[config.mk]
export PLATFORM = sky130hd
export DESIGN_NAME = plcc_link_regs
export DESIGN_NICKNAME = d
export VERILOG_FILES = /design/src/verilog/plcc_pkg.sv /design/src/verilog/plcc_link_regs.sv
export SDC_FILE = /design/constraint.sdc
export NUM_CORES = 1
export LEC_CHECK = 0
export ABC_AREA = 1
export BUFFER_PORTS_ARGS = -buffer_cell sky130_fd_sc_hd__buf_2
export CORE_UTILIZATION = 30
export CTS_CLUSTER_DIAMETER = 100
export DETAILED_ROUTE_END_ITERATION = 10
export HOLD_SLACK_MARGIN = 0.03
export PLACE_DENSITY_LB_ADDON = 0.3
export SLEW_MARGIN = 20
export SYNTH_ARGS = -nofsm -noshare
export SYNTH_HDL_FRONTEND = slang
export SYNTH_SLANG_ARGS = --single-unit
export TNS_END_PERCENT = 20
[constraint.sdc]
create_clock -name sys_clk_i -period 1.15 [get_ports sys_clk_i]
set_input_delay 0.0575 -clock sys_clk_i [delete_from_list [all_inputs] [get_ports sys_clk_i]]
set_output_delay 0.0575 -clock sys_clk_i [all_outputs]
set_load 0.01 [all_outputs]
[src/verilog/plcc_pkg.sv]
// Package for the link capability / control register bank.
// Assumes a 32-bit word register port with byte addresses.
package plcc_pkg;
  // Register byte offsets
  localparam logic [11:0] PLCC_OFF_LINK_CAP = 12'h074;
  localparam logic [11:0] PLCC_OFF_LINK_STSCTL = 12'h078;
  localparam logic [11:0] PLCC_OFF_ROOT_CAPCTL = 12'h084;
  // Link capability field positions
  localparam int PLCC_CAP_SPEED_LSB = 0;
  localparam int PLCC_CAP_WIDTH_LSB = 4;
  localparam int PLCC_CAP_ASPM_LSB = 10;
  localparam int PLCC_CAP_L0S_LSB = 12;
  localparam int PLCC_CAP_L1_LSB = 15;
  localparam int PLCC_CAP_PORT_LSB = 24;
  // Link capability values
  localparam logic [3:0] PLCC_SPEEDS_SUPPORTED = 4'h2;
  localparam logic [5:0] PLCC_WIDTH_X1 = 6'h01;
  localparam logic [1:0] PLCC_ASPM_DEFAULT = 2'h3;
  localparam logic [2:0] PLCC_L0S_LAT_GEN2 = 3'h4;
  localparam logic [2:0] PLCC_L0S_LAT_GEN1 = 3'h5;
  localparam logic [2:0] PLCC_L1_LAT_GEN2 = 3'h1;
  localparam logic [2:0] PLCC_L1_LAT_GEN1 = 3'h2;
  localparam logic [7:0] PLCC_PORT_ZERO = 8'h00;
  // Symbol times and symbols per fast training set
  localparam int PLCC_SYMBOL_NS_GEN1 = 4;
  localparam int PLCC_SYMBOL_NS_GEN2 = 2;
  localparam int PLCC_SYMBOLS_PER_FTS = 4;
  // Link control / status field positions
  localparam int PLCC_CTL_ASPM_LSB = 0;
  localparam int PLCC_CTL_RCB_BIT = 3;
  localparam int PLCC_CTL_CCLK_BIT = 6;
  localparam int PLCC_CTL_XSYNC_BIT = 7;
  localparam int PLCC_STS_SPEED_LSB = 16;
  localparam int PLCC_STS_WIDTH_LSB = 20;
  localparam int PLCC_STS_SLOTCLK_BIT = 28;
  // Current speed codes
  localparam logic [3:0] PLCC_SPEED_GEN1 = 4'h1;
  localparam logic [3:0] PLCC_SPEED_GEN2 = 4'h2;
  // Reset values
  localparam logic [1:0] PLCC_ASPM_CTL_RESET = 2'h0;
  // Extended sync set counts and the normal TS1 count
  localparam logic [12:0] PLCC_XSYNC_FTS = 13'h1000;
  localparam logic [12:0] PLCC_XSYNC_TS1 = 13'h0400;
  localparam logic [12:0] PLCC_NORMAL_TS1 = 13'h0010;
endpackage : plcc_pkg

[src/verilog/plcc_link_regs.sv]
// Link capability, link status/control and root capability registers.
// Assumes a register port with one-cycle strobes, an EEPROM loader that
// pulses a load strobe after reset, and a link layer giving speed and state.
//
// Notes on behaviour
// Link capability visible only in single-endpoint mode
// Supported speeds read 0010b
// Max width x1, default from EEPROM port bit; here the width is fixed at x1 and the captured port bit is unused
// Power-state support defaults to both, 11b
// L0s latency from fast-train count times four
// L0s exit code 100b fast, 101b slow
// L1 exit code 001b fast, 010b slow
// Unprovided capability bits read zero
// Port number from EEPROM, meaningful multi-port only; here the port field always reads zero
// Internal USB bridge port ignores port number
// Software programs power-state control, resets 00b
// Receiver may enter L0s even when disabled
// Read completion boundary bit writable, resets 0
// Software sets common clock bit, resets 0
// Extended sync lengthens FTS, skip, TS1 counts
// Unsupported link control bits read zero
// Current speed reports 0001b or 0010b
// Negotiated width reads x1
// Slot clock bit loaded by hardware, default 0
// Root error escalation enables in root mode
// EEPROM values load before software access
// Read-only writes ignored, reads return defined value
//
// The plain strobed port is this design's own decision.
`timescale 1ns/1ps
module plcc_link_regs #(
  parameter int FAST_TRAIN_W = 8 // Width of advertised fast-train count
) (
  input wire logic sys_clk_i, // Core clock, 25 MHz
  input wire logic resetn_i, // Fundamental reset, active low
  input wire logic clk_en_i, // Freezes all state while low
  input wire logic [11:0] reg_addr_i, // Byte address
  input wire logic [31:0] reg_wdata_i, // Write data
  input wire logic reg_wr_i, // Write strobe
  input wire logic reg_rd_i, // Read strobe
  output logic [31:0] reg_rdata_o, // Read data, cycle after strobe
  input wire logic multi_port_mode_i, // High: multi-port adapter mode
  input wire logic root_complex_mode_i, // High: root-complex mode
  input wire logic ee_load_i, // EEPROM load strobe
  input wire logic ee_port_cfg_i, // EEPROM port configuration bit
  input wire logic [1:0] ee_aspm_support_i, // EEPROM power-state support
  input wire logic ee_slot_clock_i, // EEPROM slot clock bit
  input wire logic [FAST_TRAIN_W-1:0] advertised_fast_train_count_i, // Fast-train count
  input wire logic link_gen2_i, // High: link at 5.0 GT/s
  input wire logic link_up_i, // Data link is up
  input wire logic l0s_exit_i, // Pulse: link leaves L0s
  input wire logic recovery_enter_i, // Pulse: link enters recovery
  output logic ee_loaded_o, // EEPROM values are in place
  output logic [1:0] aspm_ctl_o, // Power-state entry enables
  output logic l0s_rx_allowed_o, // Receiver may enter L0s
  output logic rcb_o, // Read completion boundary
  output logic common_clock_o, // Common reference clock
  output logic [12:0] fts_count_o, // Fast training sets to send
  output logic skip_after_fts_o, // Send one skip set before L0
  output logic [12:0] ts1_count_o, // TS1 sets in recovery
  output logic [15:0] l0s_exit_ns_o, // Derived L0s exit latency, ns
  output logic [2:0] root_serr_en_o // Escalation enables: cor, nonfatal, fatal
);
  import plcc_pkg::*;

  ////////////////////////////////////////////////////////////////////////
  // State

  typedef struct packed {
    logic [31:0] rdata; // Read data word
    logic ee_loaded; // Loader done
    logic port_cfg; // Captured EEPROM port bit
    logic [1:0] aspm_sup; // Power-state support
    logic slot_clk; // Slot clock bit
    logic [1:0] aspm_ctl; // Power-state control
    logic rcb; // Completion boundary
    logic cclk; // Common clock
    logic xsync; // Extended sync
    logic [2:0] serr_en; // Root escalation enables
    logic gen2; // Latched link speed
    logic [12:0] fts_cnt; // FTS count output
    logic skip; // Skip after FTS
    logic [12:0] ts1_cnt; // TS1 count output
    logic [15:0] l0s_ns; // L0s latency in ns
  } plcc_state_t;

  plcc_state_t state_reg; // Registered state
  plcc_state_t state_next; // Next state
  logic [31:0] cap_word; // Link capability read value
  logic [31:0] stsctl_word; // Link status/control read value
  logic [31:0] root_word; // Root capability read value
  logic [15:0] fts_ns; // Latency product

  ////////////////////////////////////////////////////////////////////////
  // Read value composition

  // Capability word; unprovided bits stay zero
  always_comb begin
    cap_word = 32'h0000_0000;
    cap_word[PLCC_CAP_SPEED_LSB +: 4] = PLCC_SPEEDS_SUPPORTED;
    cap_word[PLCC_CAP_WIDTH_LSB +: 6] = PLCC_WIDTH_X1;
    cap_word[PLCC_CAP_ASPM_LSB +: 2] = state_reg.aspm_sup;
    cap_word[PLCC_CAP_L0S_LSB +: 3] = state_reg.gen2 ? PLCC_L0S_LAT_GEN2 : PLCC_L0S_LAT_GEN1;
    cap_word[PLCC_CAP_L1_LSB +: 3] = state_reg.gen2 ? PLCC_L1_LAT_GEN2 : PLCC_L1_LAT_GEN1;
    // Only one port exists, so the port number reads zero whatever the EEPROM bit
    cap_word[PLCC_CAP_PORT_LSB +: 8] = multi_port_mode_i ? PLCC_PORT_ZERO : 8'h00;
    if (multi_port_mode_i) begin
      cap_word = 32'h0000_0000;
    end
  end

  // Status/control word; link disable, retrain and the rest stay zero
  always_comb begin
    stsctl_word = 32'h0000_0000;
    stsctl_word[PLCC_CTL_ASPM_LSB +: 2] = state_reg.aspm_ctl;
    stsctl_word[PLCC_CTL_RCB_BIT] = state_reg.rcb;
    stsctl_word[PLCC_CTL_CCLK_BIT] = state_reg.cclk;
    stsctl_word[PLCC_CTL_XSYNC_BIT] = state_reg.xsync;
    // Speed undefined while down; report the reset code then
    stsctl_word[PLCC_STS_SPEED_LSB +: 4] = (link_up_i && state_reg.gen2) ? PLCC_SPEED_GEN2 : PLCC_SPEED_GEN1;
    stsctl_word[PLCC_STS_WIDTH_LSB +: 6] = PLCC_WIDTH_X1;
    stsctl_word[PLCC_STS_SLOTCLK_BIT] = state_reg.slot_clk;
  end

  // Root word only visible in root-complex mode
  always_comb begin
    root_word = 32'h0000_0000;
    if (root_complex_mode_i) begin
      root_word[2:0] = state_reg.serr_en;
    end
  end

  // Latency: count x 4 symbols x symbol time
  always_comb begin
    fts_ns = 16'(advertised_fast_train_count_i) * 16'(PLCC_SYMBOLS_PER_FTS)
           * (link_gen2_i ? 16'(PLCC_SYMBOL_NS_GEN2) : 16'(PLCC_SYMBOL_NS_GEN1));
  end

  ////////////////////////////////////////////////////////////////////////
  // Next state

  always_comb begin
    state_next = state_reg;
    state_next.gen2 = link_gen2_i;
    state_next.l0s_ns = fts_ns;
    // Training set counts follow the extended sync bit
    if (l0s_exit_i) begin
      state_next.fts_cnt = state_reg.xsync ? PLCC_XSYNC_FTS : 13'h0000;
      state_next.skip = state_reg.xsync;
    end
    if (recovery_enter_i) begin
      state_next.ts1_cnt = state_reg.xsync ? PLCC_XSYNC_TS1 : PLCC_NORMAL_TS1;
    end
    // EEPROM load lands once; software writes below touch none of its fields
    if (ee_load_i && !state_reg.ee_loaded) begin
      state_next.ee_loaded = 1'b1;
      state_next.port_cfg = ee_port_cfg_i;
      state_next.slot_clk = ee_slot_clock_i;
      state_next.aspm_sup = (ee_aspm_support_i == 2'h0) ? PLCC_ASPM_DEFAULT : ee_aspm_support_i;
    end
    // Register writes; read-only fields are never touched
    if (reg_wr_i) begin
      unique case (reg_addr_i)
        PLCC_OFF_LINK_STSCTL: begin
          state_next.aspm_ctl = reg_wdata_i[PLCC_CTL_ASPM_LSB +: 2];
          state_next.rcb = reg_wdata_i[PLCC_CTL_RCB_BIT];
          state_next.cclk = reg_wdata_i[PLCC_CTL_CCLK_BIT];
          state_next.xsync = reg_wdata_i[PLCC_CTL_XSYNC_BIT];
        end
        PLCC_OFF_ROOT_CAPCTL: begin
          if (root_complex_mode_i) begin
            state_next.serr_en = reg_wdata_i[2:0];
          end
        end
        default: begin
          // Capability and unmapped writes ignored
          state_next.rdata = state_next.rdata;
        end
      endcase
    end
    // Reads answer in the following cycle, zero when unmapped
    state_next.rdata = 32'h0000_0000;
    if (reg_rd_i) begin
      unique case (reg_addr_i)
        PLCC_OFF_LINK_CAP: state_next.rdata = cap_word;
        PLCC_OFF_LINK_STSCTL: state_next.rdata = stsctl_word;
        PLCC_OFF_ROOT_CAPCTL: state_next.rdata = root_word;
        default: state_next.rdata = 32'h0000_0000;
      endcase
    end
  end

  ////////////////////////////////////////////////////////////////////////
  // State register

  always_ff @(posedge sys_clk_i or negedge resetn_i) begin
    if (!resetn_i) begin
      state_reg <= '0;
      state_reg.aspm_sup <= PLCC_ASPM_DEFAULT;
      state_reg.aspm_ctl <= PLCC_ASPM_CTL_RESET;
      state_reg.ts1_cnt <= PLCC_NORMAL_TS1;
    end else if (clk_en_i) begin
      state_reg <= state_next;
    end
  end

  ////////////////////////////////////////////////////////////////////////
  // Outputs straight from flip-flops; l0s_rx_allowed_o is a constant one

  assign reg_rdata_o = state_reg.rdata;
  assign ee_loaded_o = state_reg.ee_loaded;
  assign aspm_ctl_o = state_reg.aspm_ctl;
  // Receiver side entry stays allowed regardless of control bits
  assign l0s_rx_allowed_o = state_reg.ee_loaded | ~state_reg.ee_loaded;
  assign rcb_o = state_reg.rcb;
  assign common_clock_o = state_reg.cclk;
  assign fts_count_o = state_reg.fts_cnt;
  assign skip_after_fts_o = state_reg.skip;
  assign ts1_count_o = state_reg.ts1_cnt;
  assign l0s_exit_ns_o = state_reg.l0s_ns;
  // USB bridge port has no port-number input at all
  assign root_serr_en_o = state_reg.serr_en;
endmodule : plcc_link_regs

Word-level counts from Yosys, hierarchy flattened

Cells that the tools add are included.
Widths: inputs -> output; s select.

Flip-flop bits (word level): 86
Memories kept: 0
Output and inout bits: 84
Bits in latches: 0
Bits of input ports: 68
ROM bits: 0
Logic and storage cells: 38
Bits in writable memories: 0

Multipliers: 1
Order comparisons: 0
Reductions and logical operators: 9
Equality and inequality tests: 3
Add/subtract/negate cells: 0
Shifts and indexed selects: 0
Mux-type cells: 11
Bitwise gates (word level): 0
Divide/modulo/power cells: 0

Operator list:

| kind                | number |
|---|---|
| $pmux 29 s3         | 1 |
| $mux 29             | 1 |
| $eq 12x7->1 const B | 2 |
| $mux 17             | 1 |
| $mux 13             | 1 |
| $eq 12x8->1 const B | 1 |
| $mul 8x3->11        | 1 |
| $mux 11             | 1 |
| $mux 2              | 3 |
| $mux 3              | 2 |
| $reduce_and 2->1    | 3 |
| $reduce_and 4->1    | 1 |
| $reduce_and 3->1    | 1 |
| $logic_and 1x1->1   | 2 |
| $logic_not 2->1     | 1 |
| $logic_not 1->1     | 1 |
| $mux 1              | 1 |

Logic depth before layout (Yosys ltp)

Word-level depth: 4
Gate-level depth with buffers: 10
Mapped depth without buffers: 10

Worst setup path after synthesis

OpenSTA, ideal clock, no wires.

Path type: register to register
From: reg state_reg, in the netlist ee_loaded_o
To: reg state_reg[53] (netlist bit)
Arrival: 819 ps
Data required time: 1073 ps
Path buffers: 0
Slack: 253 ps
Stages on the path, launching flop included: 6
Clock period less this slack: 897 ps
Library setup time: 77 ps
Path through: dfrtp_1 inv_1 nand3_1 inv_1 nor2_1 a31oi_1

Cells in the longest elaborated chain, start to end: 3

RTL lines:

| what                              | line                  | text |
|---|---|---|
| start, declared                   | plcc_link_regs.sv:87  | `plcc_state_t state_reg;` |
| start signal, assigned            | plcc_link_regs.sv:203 | `state_reg <= state_next;` |
| $logic_not 1->1                   | plcc_link_regs.sv:155 | `if (ee_load_i && !state_reg.ee_loaded) begin` |
| $logic_and 1x1->1                 | plcc_link_regs.sv:155 |  |
| $reduce_and 2->1 (no source line) | -                     |  |

No other way between the ends.
A chain may end at the register's enable or synchronous reset.

Worst setup path in the final report

From: reg state_reg, in the netlist ts1_count_o[4]
To: out ts1_count_o[4]

RTL lines:

| what          | line                 | text |
|---|---|---|
| end, declared | plcc_link_regs.sv:60 | `output logic [12:0] ts1_count_o,` |

No word-level cell between the ends.

==> summary.md <==
| Metric | Value |
|---|---|
| Outcome | `finished clean` |
| CP startpoint kind | `flip-flop` |
| I/O pins | `152` |
| YS warnings | `0` |
| Synth area leaders | `dfrtp_1, buf_4, nand2_1` |
| Fmax | `988.4 MHz` |
| Setup TNS | `0 ns` |
| Tot Pwr | `0.003128 W` |
| Inserted Clock Buffers | `5` |
| Max stage delay on crit path | `0.54 ns` |
| Crit path buf inv count | `1` |
| Syn avg cell area | `8.294 sq um` |
| Clock Latency Late Sink | `0.30 ns` |
| Gate Count Post-Synth | `302` |
| Crit path capture type | `output port` |
| Post-CTS setup buffers | `0` |
| Die X | `93.38 um` |
| Max reg flops | `15` |
| Post-Route WL | `5.065 mm` |
| Clock share of power | `0.377` |
| Share of cells above drive strength 1 | `0.3200` |
| Reg power frac | `0.481` |
| Async set-reset flop share out of synthesis | `1.000` |
| Cell taking the most area after synthesis | `dfrtp_1` |
| Core area | `0.007888 sq mm` |
| Max-cap violations | `0` |
| Initial DRC Count | `34` |
| Worst hold path type | `in -> reg` |
| Endpoints failing hold | `0` |
| DP Area | `0.002623 sq mm` |
| Crit-path slowest cell | `dfstp_2` |
| CTS tree | `built` |
| # H-tree levels | `2` |
| Post-Syn Area | `0.002505 sq mm` |
| Root Buffer | `clkbuf_8` |
| Fin nets | `442` |
| Seq/Total Area, Yosys | `0.4111` |
| Standard-cell rows | `32` |
| Worst Skew | `0.005336 ns` |
| Reg clk slew, reported paths | `0.09 ns` |
| N_diodes | `0` |
| Total iterations of the first detailed-routing run | `5` |
| Largest net degree at the start of global routing | `19` |
| FILL cells | `860` |
| Initial Utilization | `0.3176` |
| Drc violations | `0` |
| Routed wire per std cell | `10.62 um` |
| Design area | `0.002948 sq mm` |
| Antenna Nets Post-Route | `0` |
| Most numerous cell in the Yosys netlist | `buf_4` |
| Clock buffer depth | `2` |
| Placer Congestion | `0.7287` |
| Core Util, Final | `0.3737` |
| WP data required | `1.09 ns` |
| Portion of total power attributed to combinational logic | `0.142` |
| Yosys reg bits | `41` |
| Internal Power | `0.002309 W` |
| Clk sinks | `41` |
| DP Wirelength | `4.003 mm` |
| Global route overflow | `0` |
| Initial antenna violation count | `0` |
| Crit-path max FO | `2` |
| RSZ-0062 raised after global routing | `false` |
| Critical path arrival | `0.95 ns` |
| Vias per cell | `3.941` |
| Placed Cells | `448` |
| Final Slew Violations | `0` |
| Tot GR Track Use | `0.1216` |
| Yosys cell types | `24` |
| Family with the most delay on the worst path | `flip-flops` |
| IO Port Bufs | `78` |
| Post-synth EDFFs | `0` |
| Die area | `0.008719 sq mm` |
| Power Density | `1061 mW/mm^2` |
| First-pass GRT wire length | `8.176 mm` |
| Sw Share | `0.2617` |
| Synth top area share | `0.3796` |
| Fin crit share | `0.8797` |
| VDD IR max | `0.6204 mV` |
| P&R area growth vs syn | `17.68%` |
| Die H | `93.38 um` |
| CP Class | `reg -> out` |
| Final setup vio count | `0` |
| Cell Count, Final, Fillers Out | `477` |
| Min Tclk post-route | `1.012 ns` |
| Sw power | `0.0008186 W` |
| Vias in the first global route | `1,702` |
| Commonest cells post-synth | `buf_4, nand2_1, dfrtp_1` |
| Pleak | `1.637 nW` |
| CP Cell Sequence | `buf_2` |
| Synth Flop Type | `dfrtp_1` |
| Via count | `1,880` |
placed cells by master, fill, tap and decap left out, drive strengths merged:
master,instances
buf,83
nand2,81
conb,46
dfrtp,38
inv,26
o21ai,22
dlygate4sd3,21
nand3,17
nor2,17
nand4,5
clkbuf,5
dfstp,3
a31oi,2
a22o,2
clkinv,2
nand3b,1
and2,1
a21oi,1
bufinv,1
clkinvlp,1
kinds of logic (layout without fill, tap and decap cells):
logic type      count (synthesis)  count (layout)  share of synthesized area
simple gates                  122             122                     0.2398
buf+inv                       110             139                     0.2867
flops                          41              41                     0.4111
compound gates                 27              27                    0.05944
other cells                     2              46                   0.002998
power by group through the flow:
stage | clock network (W) | registers [W] | logic [W]
6_report | 0.00118 | 0.00150 | 0.000444
5_1_grt | 0.00128 | 0.00151 | 0.000504
4_1_cts | 0.00121 | 0.00150 | 0.000450
3_5_place_dp | 0 | 0.00153 | 0.000393
3_3_place_gp | 0 | 0.00153 | 0.000388
2_1_floorplan | 0 | 0.00153 | 0.000373
layout make-up:
type	instances	area (sq um)	share of cell area
sequential	41	1030	0.3493
multi-input combinational	195	922.1	0.3128
timing repair buffer	104	650.6	0.2207
clock buffer	5	68.82	0.02334
inverter	27	102.6	0.03480
clock inverter	3	46.29	0.01570
tap	102	127.6	0.04329
per-layer routing:
metal  vias up  wire [um]  GRT usage
li1        955          -          -
met1       835       2235     0.1606
met2        83       2324     0.1936
met3         7        420    0.03577
met4         0         84    0.03205
met5         -          0          0
final timing paths:
kind / start / to / slack [ns] / depth (start not counted)
min in group asynchronous: resetn_i / ts1_count_o[10] / 0.21 / 2
min reg2reg: state_reg[47] / ts1_count_o[4] / 0.42 / 1
max: ts1_count_o[4] / ts1_count_o[4] / 0.14 / 1
max reg2reg: state_reg[43] / reg_rdata_o[16] / 0.20 / 5
min: reg_rd_i / reg_rdata_o[16] / 0.02 / 3
max in group asynchronous: resetn_i / l0s_exit_ns_o[11] / 0.47 / 3
metrics by stage:
| stage | worst slack [ns] | hold WS, ns |
|---|---|---|
| after floorplan | 0.2534 | -0.2381 |
| after global placement | 0.09684 | 0.0006040 |
| after detailed placement | 0.09742 | -0.004873 |
| after CTS | 0.1239 | 0.03179 |
| after global routing | 0.04540 | 0.04703 |
| final | 0.1383 | 0.02482 |
timing repair:
item / CTS / global route
resized for setup: 0 / 0
hold endpoints to repair: 64 / 0
hold buffers: 21 / 0
(Power assumes the default switching activity.)
